$ cat src/ppm_pkg.sv
// shared constants, types and helpers of the port performance monitor
package ppm_pkg;
    localparam int CNT_W = 32;
    localparam int DEPTH_W = 8;
    localparam int GRAN_W = 16;
    localparam int N_CNT = 2;
    localparam int N_DIR = 2;
    localparam int DIR_IN = 0;
    localparam int DIR_OUT = 1;
    localparam int N_REQ = 4;
    localparam int ID_W = 4;
    localparam int AGE_W = 8;
    localparam logic [CNT_W-1:0] CNT_RST = 32'h0000_0000;
    localparam logic [CNT_W-1:0] CNT_MAX = 32'hffff_ffff;
    localparam logic [AGE_W-1:0] AGE_MAX = 8'hff;
    localparam logic [GRAN_W-1:0] GRAN_RST = 16'h0000;
    localparam logic [ID_W-1:0] ID_RST = 4'h0;
    localparam logic [N_REQ-1:0] GNT_RST = 4'h0;

    typedef enum logic [1:0] {
        CM_PKT_ANY = 2'h0,
        CM_PKT_PRIO = 2'h1,
        CM_WORD = 2'h2
    } ppm_cnt_mode_e;

    typedef enum logic [1:0] {
        ARB_FCFS = 2'h0,
        ARB_SP1 = 2'h1,
        ARB_SP2 = 2'h2
    } ppm_arb_mode_e;

    typedef enum logic [1:0] {
        SCH_OLDEST = 2'h1,
        SCH_HIPRI = 2'h2
    } ppm_sched_e;

    // saturating increment, holds at all ones
    function automatic logic [CNT_W-1:0] ppm_sat_inc(input logic [CNT_W-1:0] v,
                                                    input logic inc);
        return (inc && v != CNT_MAX) ? v + 32'h1 : v;
    endfunction
endpackage

$ cat src/ppm_wm_if.sv
// per-direction queue watermark signals between top and monitor
`timescale 1ns/1ps
interface ppm_wm_if;
    import ppm_pkg::*;
    logic [DEPTH_W-1:0] depth;
    logic [DEPTH_W-1:0] level;
    logic [GRAN_W-1:0] gran;
    logic [CNT_W-1:0] limit;
    logic rd;
    logic wr;
    logic [CNT_W-1:0] wdata_exc;
    logic [CNT_W-1:0] wdata_per;
    logic [CNT_W-1:0] exc_cnt;
    logic [CNT_W-1:0] per_cnt;
    logic limit_hit;

    modport mon (input depth, level, gran, limit, rd, wr, wdata_exc, wdata_per,
                 output exc_cnt, per_cnt, limit_hit);
    modport ctl (output depth, level, gran, limit, rd, wr, wdata_exc, wdata_per,
                 input exc_cnt, per_cnt, limit_hit);
endinterface

$ cat src/ppm_port_mon.sv
// per-port performance monitor, egress arbiter and transmit scheduler
`timescale 1ns/1ps
module ppm_port_mon
    import ppm_pkg::*;
(
    input wire logic clk,
    input wire logic srst,
    input wire logic rx_pkt_done,
    input wire logic rx_pkt_retried,
    input wire logic [1:0] rx_pkt_prio,
    input wire logic rx_word,
    input wire logic tx_pkt_done,
    input wire logic tx_pkt_retried,
    input wire logic [1:0] tx_pkt_prio,
    input wire logic tx_word,
    input wire ppm_cnt_mode_e cnt_mode [N_CNT],
    input wire logic [1:0] cnt_prio [N_CNT],
    input wire logic cnt_dir [N_CNT],
    input wire logic [N_CNT-1:0] cnt_rd,
    input wire logic [N_CNT-1:0] cnt_wr,
    input wire logic [CNT_W-1:0] cnt_wdata,
    output logic [CNT_W-1:0] cnt_val [N_CNT],
    input wire logic [DEPTH_W-1:0] q_depth [N_DIR],
    input wire logic [DEPTH_W-1:0] q_level [N_DIR],
    input wire logic [GRAN_W-1:0] q_gran [N_DIR],
    input wire logic [CNT_W-1:0] q_limit [N_DIR],
    input wire logic [N_DIR-1:0] q_irq_en,
    input wire logic [N_DIR-1:0] q_pw_en,
    input wire logic [N_DIR-1:0] q_rd,
    input wire logic [N_DIR-1:0] q_wr,
    output logic [CNT_W-1:0] q_exc_cnt [N_DIR],
    output logic [CNT_W-1:0] q_per_cnt [N_DIR],
    output logic [N_DIR-1:0] q_irq,
    input wire logic [N_DIR-1:0] q_irq_clr,
    output logic port_write,
    input wire logic reorder_stall,
    input wire logic reorder_passed,
    input wire logic [CNT_W-1:0] reorder_thr,
    input wire logic reorder_rd,
    input wire logic reorder_wr,
    output logic [CNT_W-1:0] reorder_cnt,
    output logic reorder_irq,
    input wire logic reorder_irq_clr,
    input wire ppm_arb_mode_e arb_mode,
    input wire logic [N_REQ-1:0] arb_req,
    input wire logic [1:0] arb_prio [N_REQ],
    output logic [N_REQ-1:0] arb_gnt,
    input wire logic tx_start,
    input wire logic tx_retry,
    input wire logic [ID_W-1:0] tx_oldest_id,
    input wire logic [ID_W-1:0] tx_hipri_id,
    output logic [ID_W-1:0] tx_pick_id,
    input wire logic [DEPTH_W-1:0] buf_depth,
    input wire logic [DEPTH_W-1:0] buf_wm [3],
    output logic [3:0] buf_accept
);
    // ----------------------------------------
    // statistics counters
    // ----------------------------------------
    logic [CNT_W-1:0] cnt_ff [N_CNT];
    logic [N_CNT-1:0] cnt_inc;

    for (genvar c = 0; c < N_CNT; c++) begin : g_cnt
        wire pkt = cnt_dir[c] ? tx_pkt_done : rx_pkt_done;
        wire rtry = cnt_dir[c] ? tx_pkt_retried : rx_pkt_retried;
        wire [1:0] prio = cnt_dir[c] ? tx_pkt_prio : rx_pkt_prio;
        wire word = cnt_dir[c] ? tx_word : rx_word;
        wire pkt_ok = pkt && !rtry;
        wire prio_ok = (cnt_mode[c] != CM_PKT_PRIO) || (prio == cnt_prio[c]);
        wire [CNT_W-1:0] base = cnt_rd[c] ? CNT_RST : cnt_ff[c];
        assign cnt_inc[c] = (cnt_mode[c] == CM_WORD) ? word : pkt_ok && prio_ok;
        always_ff @(posedge clk) begin
            if (srst) begin
                cnt_ff[c] <= CNT_RST;
            end else if (cnt_wr[c]) begin
                cnt_ff[c] <= cnt_wdata;
            end else begin
                cnt_ff[c] <= ppm_sat_inc(base, cnt_inc[c]);
            end
        end
        assign cnt_val[c] = cnt_ff[c];
    end

    // ----------------------------------------
    // queue watermark monitors and events
    // ----------------------------------------
    ppm_wm_if wif [N_DIR] ();
    logic [N_DIR-1:0] q_irq_ff;
    logic [N_DIR-1:0] hit;
    logic pw_ff;

    for (genvar d = 0; d < N_DIR; d++) begin : g_dir
        assign wif[d].depth = q_depth[d];
        assign wif[d].level = q_level[d];
        assign wif[d].gran = q_gran[d];
        assign wif[d].limit = q_limit[d];
        assign wif[d].rd = q_rd[d];
        assign wif[d].wr = q_wr[d];
        assign wif[d].wdata_exc = cnt_wdata;
        assign wif[d].wdata_per = cnt_wdata;
        assign q_exc_cnt[d] = wif[d].exc_cnt;
        assign q_per_cnt[d] = wif[d].per_cnt;
        assign hit[d] = wif[d].limit_hit;
        ppm_wm_mon u_mon (
            .clk(clk),
            .srst(srst),
            .w(wif[d])
        );
    end

    wire [N_DIR-1:0] q_irq_set = hit & q_irq_en;
    wire pw_set = |(hit & q_pw_en);

    always_ff @(posedge clk) begin
        if (srst) begin
            q_irq_ff <= '0;
            pw_ff <= 1'b0;
        end else begin
            q_irq_ff <= q_irq_set | (q_irq_ff & ~q_irq_clr);
            pw_ff <= pw_set;
        end
    end
    assign q_irq = q_irq_ff;
    assign port_write = pw_ff;

    // ----------------------------------------
    // reorder counter and interrupt
    // ----------------------------------------
    logic [CNT_W-1:0] reo_ff;
    logic reo_irq_ff;
    wire reo_evt = reorder_stall && reorder_passed;
    wire [CNT_W-1:0] reo_base = reorder_rd ? CNT_RST : reo_ff;
    wire reo_set = (reo_ff == reorder_thr) && (reorder_thr != CNT_RST);

    always_ff @(posedge clk) begin
        if (srst) begin
            reo_ff <= CNT_RST;
            reo_irq_ff <= 1'b0;
        end else begin
            reo_ff <= reorder_wr ? cnt_wdata : ppm_sat_inc(reo_base, reo_evt);
            reo_irq_ff <= reo_set || (reo_irq_ff && !reorder_irq_clr);
        end
    end
    assign reorder_cnt = reo_ff;
    assign reorder_irq = reo_irq_ff;

    // ----------------------------------------
    // fabric egress arbiter
    // ----------------------------------------
    logic [AGE_W-1:0] age_ff [N_REQ];
    logic [N_REQ-1:0] gnt_ff;
    logic [N_REQ-1:0] nxt_gnt;

    for (genvar r = 0; r < N_REQ; r++) begin : g_age
        always_ff @(posedge clk) begin
            if (srst || !arb_req[r] || gnt_ff[r]) begin
                age_ff[r] <= '0;
            end else if (age_ff[r] != AGE_MAX) begin
                age_ff[r] <= age_ff[r] + 8'h1;
            end
        end
    end

    // fcfs by age; sp1 by priority then age; sp2 by priority then index
    always_comb begin
        int best;
        logic better;
        best = -1;
        better = 1'b0;
        for (int i = 0; i < N_REQ; i++) begin
            if (best < 0) begin
                better = arb_req[i];
            end else if (arb_mode == ARB_FCFS) begin
                better = arb_req[i] && age_ff[i] > age_ff[best];
            end else if (arb_prio[i] != arb_prio[best]) begin
                better = arb_req[i] && arb_prio[i] > arb_prio[best];
            end else begin
                better = arb_req[i] && arb_mode == ARB_SP1 && age_ff[i] > age_ff[best];
            end
            if (better) begin
                best = i;
            end
        end
        nxt_gnt = '0;
        for (int i = 0; i < N_REQ; i++) begin
            nxt_gnt[i] = (best == i);
        end
    end

    always_ff @(posedge clk) begin
        if (srst) begin
            gnt_ff <= GNT_RST;
        end else begin
            gnt_ff <= nxt_gnt;
        end
    end
    assign arb_gnt = gnt_ff;

    // ----------------------------------------
    // transmit scheduler
    // ----------------------------------------
    ppm_sched_e sch_ff;
    ppm_sched_e nxt_sch;
    logic [ID_W-1:0] pick_ff;

    always_comb begin
        case (sch_ff)
            SCH_OLDEST: nxt_sch = tx_retry ? SCH_HIPRI : SCH_OLDEST;
            SCH_HIPRI: nxt_sch = (tx_start && !tx_retry) ? SCH_OLDEST : SCH_HIPRI;
            default: nxt_sch = SCH_OLDEST;
        endcase
    end

    wire [ID_W-1:0] nxt_pick = (nxt_sch == SCH_HIPRI) ? tx_hipri_id : tx_oldest_id;

    always_ff @(posedge clk) begin
        if (srst) begin
            sch_ff <= SCH_OLDEST;
            pick_ff <= ID_RST;
        end else begin
            sch_ff <= nxt_sch;
            pick_ff <= nxt_pick;
        end
    end
    assign tx_pick_id = pick_ff;

    // ----------------------------------------
    // buffer watermarks per priority
    // ----------------------------------------
    for (genvar p = 0; p < 3; p++) begin : g_wm
        assign buf_accept[p] = buf_depth < buf_wm[p];
    end
    assign buf_accept[3] = buf_depth != '1;

    // ----------------------------------------
    // assertions
    // ----------------------------------------
    property p_rd_clear;
        @(posedge clk) disable iff (srst)
        cnt_rd[0] && !cnt_wr[0] && !cnt_inc[0] |=> cnt_val[0] == CNT_RST;
    endproperty
    a_rd_clear: assert property (p_rd_clear) else $error("counter not cleared by read");

    property p_sat;
        @(posedge clk) disable iff (srst)
        cnt_val[0] == CNT_MAX && !cnt_rd[0] && !cnt_wr[0] |=> cnt_val[0] == CNT_MAX;
    endproperty
    a_sat: assert property (p_sat) else $error("counter wrapped");

    property p_retry;
        @(posedge clk) disable iff (srst)
        !cnt_dir[0] && cnt_mode[0] != CM_WORD && rx_pkt_retried && !cnt_rd[0] && !cnt_wr[0]
            |=> $stable(cnt_val[0]);
    endproperty
    a_retry: assert property (p_retry) else $error("retried packet counted");

    property p_prio;
        @(posedge clk) disable iff (srst)
        !cnt_dir[0] && cnt_mode[0] == CM_PKT_PRIO && rx_pkt_prio != cnt_prio[0]
            && !cnt_rd[0] && !cnt_wr[0] |=> $stable(cnt_val[0]);
    endproperty
    a_prio: assert property (p_prio) else $error("wrong priority counted");

    property p_word;
        @(posedge clk) disable iff (srst)
        !cnt_dir[0] && cnt_mode[0] == CM_WORD && rx_word && !cnt_rd[0] && !cnt_wr[0]
            && cnt_val[0] != CNT_MAX |=> cnt_val[0] == $past(cnt_val[0]) + 32'h1;
    endproperty
    a_word: assert property (p_word) else $error("word not counted");

    property p_reo_cnt;
        @(posedge clk) disable iff (srst)
        reorder_stall && reorder_passed && !reorder_rd && !reorder_wr && reorder_cnt != CNT_MAX
            |=> reorder_cnt == $past(reorder_cnt) + 32'h1;
    endproperty
    a_reo_cnt: assert property (p_reo_cnt) else $error("reorder not counted");

    property p_reo_irq;
        @(posedge clk) disable iff (srst)
        reorder_cnt == reorder_thr && reorder_thr != CNT_RST |=> reorder_irq;
    endproperty
    a_reo_irq: assert property (p_reo_irq) else $error("reorder interrupt missing");

    property p_irq_hold;
        @(posedge clk) disable iff (srst)
        q_irq[0] && !q_irq_clr[0] |=> q_irq[0];
    endproperty
    a_irq_hold: assert property (p_irq_hold) else $error("interrupt dropped");

    property p_sched;
        @(posedge clk) disable iff (srst)
        tx_retry ##1 (tx_start && !tx_retry) |=> tx_pick_id == $past(tx_oldest_id);
    endproperty
    a_sched: assert property (p_sched) else $error("scheduler did not return to oldest");

    property p_accept;
        @(posedge clk) disable iff (srst)
        buf_depth >= buf_wm[0] |-> !buf_accept[0];
    endproperty
    a_accept: assert property (p_accept) else $error("low priority accepted over watermark");

    c_sat: cover property (@(posedge clk) disable iff (srst) cnt_val[0] == CNT_MAX);
    c_reo_irq: cover property (@(posedge clk) disable iff (srst) $rose(reorder_irq));
    c_retry: cover property (@(posedge clk) disable iff (srst) tx_retry ##1 tx_start);
    c_pw: cover property (@(posedge clk) disable iff (srst) port_write);
endmodule

$ cat src/ppm_wm_mon.sv
// queue depth watermark monitor for one direction
`timescale 1ns/1ps
module ppm_wm_mon
    import ppm_pkg::*;
(
    input wire logic clk,
    input wire logic srst,
    ppm_wm_if.mon w
);
    logic above_ff;
    logic [GRAN_W-1:0] tick_ff;
    logic [CNT_W-1:0] exc_ff;
    logic [CNT_W-1:0] per_ff;
    logic hit_ff;
    logic [CNT_W-1:0] nxt_exc;
    logic [CNT_W-1:0] nxt_per;
    logic [GRAN_W-1:0] nxt_tick;

    // ----------------------------------------
    // exceed detection and period timing
    // ----------------------------------------
    wire above = w.depth > w.level;
    wire rise = above && !above_ff;
    wire unit_done = above && (tick_ff >= w.gran);
    wire [CNT_W-1:0] exc_base = w.rd ? CNT_RST : exc_ff;
    wire [CNT_W-1:0] per_base = w.rd ? CNT_RST : per_ff;

    assign nxt_tick = !above ? GRAN_RST : (unit_done ? GRAN_RST : tick_ff + 16'h1);
    assign nxt_exc = w.wr ? w.wdata_exc : ppm_sat_inc(exc_base, rise);
    assign nxt_per = w.wr ? w.wdata_per : ppm_sat_inc(per_base, unit_done);

    always_ff @(posedge clk) begin
        if (srst) begin
            above_ff <= 1'b0;
            tick_ff <= GRAN_RST;
            exc_ff <= CNT_RST;
            per_ff <= CNT_RST;
            hit_ff <= 1'b0;
        end else begin
            above_ff <= above;
            tick_ff <= nxt_tick;
            exc_ff <= nxt_exc;
            per_ff <= nxt_per;
            hit_ff <= rise && !w.wr && exc_base == w.limit;
        end
    end

    assign w.exc_cnt = exc_ff;
    assign w.per_cnt = per_ff;
    assign w.limit_hit = hit_ff;
endmodule

$ cat config.mk
export PLATFORM = sky130hd
export DESIGN_NAME = ppm_port_mon
export DESIGN_NICKNAME = d
export VERILOG_FILES = /design/src/ppm_pkg.sv /design/src/ppm_wm_if.sv /design/src/ppm_port_mon.sv /design/src/ppm_wm_mon.sv
export SDC_FILE = /design/constraint.sdc
export NUM_CORES = 1
export LEC_CHECK = 0
export BUFFER_PORTS_ARGS = -buffer_cell sky130_fd_sc_hd__buf_2
export CORE_UTILIZATION = 56
export DETAILED_ROUTE_END_ITERATION = 8
export GPL_ROUTABILITY_DRIVEN = 0
export PLACE_DENSITY = 0.83
export SKIP_LAST_GASP = 1
export SYNTH_ARGS = -nofsm -noshare
export SYNTH_HDL_FRONTEND = slang
export SYNTH_HIERARCHICAL = 1
export SYNTH_SLANG_ARGS = --single-unit
$ cat constraint.sdc
create_clock -name clk -period 8.1 [get_ports clk]
set_input_delay 2.025 -clock clk [delete_from_list [all_inputs] [get_ports clk]]
set_output_delay 2.025 -clock clk [all_outputs]
set_load 0.02 [all_outputs]
==> flow_summary.json, run 1 <==
{
  "status": "finished, violations left",
  "violations": "design-rule violations",
  "setup_viol": 0,
  "crit_fanout": 19,
  "io_pins": 529,
  "grt_pass1_vias": 23600,
  "yosysTopAreaCellShare_pct": 18.4,
  "synth_area_mm2": 0.0229,
  "multiInputGateArea_mm2": 0.0149,
  "drt_wl_total_um": 84700,
  "clk_pin_slew_worst_paths_ns": 0.06,
  "pwr-share-clk_pct": 37.6,
  "fin_worst_skew_ns": 0.0282,
  "synth_xor_area_share_pct": 8.81,
  "yosys.area.top_type": "dfxtp_1",
  "holdBufCountCts": 0,
  "synth_top_family_by_area": "simple AND/OR/NAND/NOR gates",
  "ys_warn_count": 6,
  "synth_compound_area_share_pct": 16.4,
  "avgSynthCellArea_um2": 8.14,
  "synth-main-ff-cell": "dfxtp_1",
  "ys_seq_area_share_pct": 31.0,
  "fin_setup_tns_ns": 0,
  "seqCellArea_mm2": 0.00709,
  "drtAntennaViolNets": 0,
  "relSlewSlack_pct": 23.0,
  "fin_util_pct": 67.9,
  "finalHoldViolCount": 0,
  "die_x_um": 204,
  "slew_violations": 0,
  "holdCritPathClass": "register to register",
  "seqPwrFrac_pct": 42.0,
  "grt.overflow.total": 0,
  "post-cts-setup-buffers": 0,
  "layout-drive-gt1-share_pct": 19.6,
  "cts_max_level": 2,
  "ys_ff_latch": 306,
  "coreArea_mm2": 0.0400,
  "dr.first_iter.drc_count": 2801,
  "antenna_found_initial": 1,
  "num_rows": 73,
  "maxCapViolCount": 0,
  "hpwl_um": 61500,
  "synth_area_leaders": "dfxtp_1 18%, edfxtp_1 13%, ha_1 6.2%",
  "cts.sinks": 306,
  "vias": 25300,
  "initial_core_util_pct": 57.1,
  "intPower_w": 0.00291,
  "nets": 3729,
  "leakagePower_nw": 11.5,
  "tightest_slew_ns": 1.13,
  "required_ns": 8.56,
  "swShare_pct": 31.5,
  "cp-start-kind": "input port",
  "routed_via_density": 6.52,
  "path_class": "input port to register",
  "grt_util_all_layers_pct": 38.9,
  "powerDensity_mw_per_mm2": 156,
  "combinationalPowerShare_pct": 20.4,
  "drtPass1Iterations": 9,
  "synth_simple_gate_area_share_pct": 31.3,
  "wire_per_inst_um": 21.9,
  "drc": 1,
  "cts_tree": "built",
  "synthMuxAreaShare_pct": 1.24,
  "crit_path_end_kind": "register",
  "grt_pass1_wl_um": 128000,
  "grt_setup_unrepaired": "no",
  "switchingPower_w": 0.00134,
  "fillers": 3303,
  "grt_max_degree": 53,
  "final.period_utilization_pct": 90.5,
  "arrival_ns": 7.79,
  "max_freq_ghz": 0.136,
  "die_h_um": 204,
  "synthAdderAreaFrac_pct": 6.24,
  "cts_made_buffers": 36,
  "port_buffers": 528,
  "synth_cells": 2807,
  "area_delta_synth_final_pct": 18.8,
  "async_flop_share_pct": 0,
  "vdd_ir_drop_max_mv": 0.141,
  "synth-edff-count": 96,
  "clk_latency_ns": 0.54,
  "die_area_mm2": 0.0416,
  "cts_resized": 0,
  "synth_cell_types": 102,
  "clk_path_buf_depth": 3,
  "period_needed_ns": 7.33,
  "cts-root-buf": "clkbuf_16"
}
## metrics by stage
step           area [um2]  std cells  power [W]  hold WS [ns]  worst slack, ns
2_1_floorplan       23100       2870    0.00229         0.436            0.672
3_3_place_gp        26000       3813    0.00261         0.452            0.716
3_5_place_dp        26000       3813    0.00265         0.459            0.407
4_1_cts             27200       3874    0.00423         0.471            0.955
5_1_grt             27200       3874    0.00438         0.505            0.361
6_report            27200       3875    0.00425         0.469            0.771
## cells in the mapped netlist, drive strengths merged (18+ instances only)
cell type / instances
a21o: 18
dfxtp: 210
a21oi: 56
nor3: 63
nand3: 211
buf: 26
nand2: 237
xor2: 76
and2: 38
and4: 26
inv: 164
a211oi: 42
or4: 29
a31oi: 25
nand2b: 37
mux2i: 26
o21ai: 107
nand4: 122
xnor2: 154
o211ai: 42
edfxtp: 96
clkbuf: 105
or3: 22
nor4: 50
nor2: 243
nor2b: 63
and3: 84
a32oi: 28
a22o: 40
ha: 114
## cell families (layout without fill, tap and decap cells)
logic type | count (synthesis) | after routing
mux | 28 | 28
other cells | 1 | 65
flops | 306 | 306
buf+inv | 297 | 776
fa+ha+maj | 114 | 114
xor+xnor | 230 | 230
compound gates | 516 | 516
simple gates | 1315 | 1315
## cells in the final DEF, fill, tap and decap left out, types with 37 or more instances in the layout
| master | Yosys | layout |
|---|---|---|
| clkbuf_16 | 0 | 38 |
| o211ai_1 | 40 | 40 |
| conb_1 | 1 | 64 |
| buf_2 | 14 | 527 |
| and3_1 | 84 | 84 |
| o21ai_0 | 82 | 82 |
| xnor2_1 | 154 | 154 |
| and2_1 | 37 | 37 |
| xor2_1 | 76 | 76 |
| dfxtp_1 | 210 | 210 |
| a21oi_1 | 55 | 55 |
| a211oi_1 | 41 | 40 |
| nor3_1 | 62 | 62 |
| nor4_1 | 48 | 48 |
| nand3_1 | 206 | 206 |
| nand4_1 | 118 | 118 |
| nand2_1 | 235 | 235 |
| a22o_1 | 40 | 40 |
| nand2b_1 | 37 | 37 |
| ha_1 | 114 | 114 |
| nor2_1 | 243 | 239 |
| inv_1 | 164 | 164 |
| nor2b_1 | 63 | 63 |
| edfxtp_1 | 96 | 96 |
## worst max-delay path: stages
cell and delay (ns):
buf_2 0.34, mux2i_1 0.34, ha_1 0.30, a21oi_1 0.17
o21ai_0 0.16, or3b_1 0.41, o21ai_1 0.43, buf_4 0.28
and2_1 0.17, a211oi_1 0.07, ha_1 0.34, nand3_1 0.10
o21bai_1 0.18, a211o_1 0.26, o211a_1 0.22, nand2b_1 0.26
o221ai_1 0.27, ha_1 0.29, nand3_1 0.12, o221ai_1 0.13
a221o_1 0.35, a211oi_1 0.34, nand2_1 0.11, a21oi_1 0.13
## layout make-up
type	count	area share [%]
flip-flops and latches	306	26.1
clock buffers	56	4.06
inverters	166	2.29
diodes	1	0.00921
repair buffers	549	10.3
well taps	525	2.42
multi-input cells	2267	54.7
clock inverters	5	0.0921
## state kept, by name, indices dropped and copies added, names as in the netlist
| register | flops |
|---|---|
| g_dir.u_mon/w.exc_cnt | 64 |
| g_dir.u_mon/tick_ff | 32 |
| g_dir.u_mon/above_ff | 2 |
| arb_gnt | 4 |
| reorder_irq | 1 |
| age_ff | 32 |
| g_dir.u_mon/w.limit_hit | 2 |
| g_dir.u_mon/w.per_cnt | 64 |
| reorder_cnt | 32 |
| port_write | 1 |
| q_irq | 2 |
| cnt_ff | 64 |
| sch_ff | 2 |
| tx_pick_id | 4 |
## worst paths after layout
path / slack, ns / startpoint / to / cells after the start
max reg2reg: 2.20 / age_ff[3][7] / arb_gnt[1] / 23
min: 0.47 / q_irq[0] / q_irq[0] / 2
max: 0.77 / arb_req[0] / arb_gnt[1] / 24
min reg2reg: 0.47 / q_irq[0] / q_irq[0] / 2
## power by group through the flow
stage,Sequential (W),Clock (W),Combinational [W]
after floorplan,0.00186,0,0.000426
after global placement,0.00180,0,0.000810
after detailed placement,0.00181,0,0.000842
after CTS,0.00178,0.00161,0.000847
after global routing,0.00179,0.00166,0.000931
final,0.00178,0.00160,0.000867
## routing by layer
layer / track usage, % / up-vias / part of all wire (%)
met3: 11.1 / 382 / 12
met5: 0 / - / 0.011
li1: - / 11400 / -
met2: 61.5 / 1615 / 45
met4: 23.5 / 2 / 6.4
met1: 46.7 / 11900 / 37
Note: power is estimated with default switching activity, not from simulation.
==> run 2, diff against run 1 <==
- CORE_UTILIZATION: 56 -> 45
- PLACE_DENSITY: 0.83 -> 0.69
==> flow_summary.json, run 2 (synthesis results as in run 1) <==
{
  "fin_cells": 4034,
  "fillers": 4628,
  "slew_violations": 0,
  "setup_viol": 0,
  "die_h_um": 227,
  "final.period_utilization_pct": 89.7,
  "io_pins": 529,
  "powerDensity_mw_per_mm2": 164,
  "nets": 3733,
  "path_class": "input port to register",
  "leakagePower_nw": 11.6,
  "vias": 24700,
  "dp.cells": 3961,
  "initial_core_util_pct": 45.6,
  "crit_fanout": 19,
  "relSlewSlack_pct": 22.1,
  "cts_tree": "built",
  "arrival_ns": 7.75,
  "maxCapViolCount": 0,
  "routed_via_density": 6.13,
  "holdBufCountCts": 0,
  "tightest_slew_ns": 1.17,
  "dr.first_iter.drc_count": 2330,
  "status": "complete, no violations",
  "period_needed_ns": 7.26,
  "r2r_slack_ns": 2.27,
  "die_x_um": 227,
  "holdPathEnd": "reorder_irq",
  "layout_commonest_cell": "buf_2",
  "fin_worst_skew_ns": 0.0221,
  "drt_wl_total_um": 87400,
  "num_rows": 82,
  "cts-root-buf": "clkbuf_16",
  "r2r-end": "arb_gnt[1]",
  "drtPass1Iterations": 6,
  "hold_start": "reorder_irq",
  "vdd_ir_drop_max_mv": 0.165,
  "cp-start-kind": "input port",
  "grt_pass1_vias": 22800,
  "finalHoldViolCount": 0,
  "cts.sinks": 306,
  "cts_resized": 0,
  "drtAntennaViolNets": 0,
  "cts_made_buffers": 39,
  "clk_path_buf_depth": 3,
  "grt_pass1_wl_um": 130000,
  "clk_pin_slew_worst_paths_ns": 0.06,
  "layout-drive-gt1-share_pct": 19.8,
  "grt.overflow.total": 0,
  "wire_per_inst_um": 21.7,
  "max_freq_ghz": 0.138,
  "required_ns": 8.58,
  "antenna_found_initial": 1,
  "holdCritPathClass": "register to register",
  "coreArea_mm2": 0.0502,
  "grt_util_all_layers_pct": 32.2,
  "cts_max_level": 2,
  "crit_path_end_kind": "register",
  "ff2ff_path_depth": 22,
  "clk_latency_ns": 0.57,
  "r2r-start": "age_ff[3][2]",
  "area_delta_synth_final_pct": 20.8,
  "hpwl_um": 63700,
  "port_buffers": 528,
  "post-cts-setup-buffers": 0,
  "layout_common_cells": "527 x buf_2, 239 x nor2_1, 235 x nand2_1",
  "hold_depth": 2,
  "place_area_mm2": 0.0262,
  "grt_max_degree": 65,
  "drc": 0,
  "die_area_mm2": 0.0517,
  "fin_setup_tns_ns": 0,
  "final_area_mm2": 0.0276,
  "grt_setup_unrepaired": "no"
}
run 2: worst max-delay path, stage by stage:
cell	delay, ns
buf_2	0.37
mux2i_1	0.27
ha_1	0.27
nor2b_1	0.13
o211ai_1	0.25
or3b_1	0.41
o21ai_1	0.42
buf_4	0.27
and2_1	0.16
a211oi_1	0.06
ha_1	0.33
nand3_1	0.11
o21bai_1	0.17
a211o_1	0.26
o211a_1	0.22
nand2b_1	0.27
o221ai_1	0.25
ha_1	0.28
a21oi_1	0.17
o221ai_1	0.15
a221o_1	0.36
a211oi_1	0.34
nand2_1	0.10
a21oi_1	0.12
run 2: metrics by stage:
stage | hold WS, ns | util [%] | setup slack [ns] | power [W]
6_report | 0.481 | 55.0 | 0.838 | 0.00452
5_1_grt | 0.499 | 55.0 | 0.531 | 0.00468
4_1_cts | 0.478 | 55.0 | 0.951 | 0.00452
3_5_place_dp | 0.468 | 52.3 | 0.378 | 0.00266
3_3_place_gp | 0.452 | 52.3 | 0.679 | 0.00263
2_1_floorplan | 0.436 | - | 0.672 | 0.00229
run 2: how the worst max path moves through the flow:
| stage | start | to | slack [ns] | depth (start not counted) |
|---|---|---|---|---|
| final | arb_req[0] | arb_gnt[1] | 0.84 | 24 |
| after global routing | arb_req[0] | arb_gnt[1] | 0.53 | 24 |
| after CTS | arb_req[0] | arb_gnt[1] | 0.95 | 24 |
| after detailed placement | arb_req[0] | arb_gnt[1] | 0.38 | 24 |
| after global placement | arb_req[0] | arb_gnt[1] | 0.68 | 24 |
| after floorplan | arb_req[0] | arb_gnt[1] | 0.67 | 25 |
run 2: final cells by class:
type / instances / area, um2 / area share (%)
timing repair buffer: 550 / 2810 / 10.2
tap: 672 / 841 / 3.05
multi-input combinational: 2267 / 14900 / 53.9
clock inverter: 12 / 168 / 0.607
antenna: 2 / 5.00 / 0.0181
clock buffer: 59 / 1190 / 4.33
inverter: 166 / 623 / 2.26
sequential: 306 / 7090 / 25.7
run 2: where the power goes:
group          internal, W  switching, W
Clock              0.00115      0.000719
Combinational     0.000314      0.000553
Sequential         0.00166      0.000122
Total              0.00312       0.00139
run 2: layer usage:
| layer | wire length (um) | part of all wire, % | vias up | GRT usage [%] |
|---|---|---|---|---|
| met5 | 0 | 0 | - | 0 |
| met4 | 4490 | 5.1 | 0 | 16.7 |
| met3 | 9350 | 11 | 274 | 9.34 |
| met2 | 39600 | 45 | 1317 | 51.1 |
| met1 | 33900 | 39 | 11700 | 39.6 |
| li1 | - | - | 11400 | - |
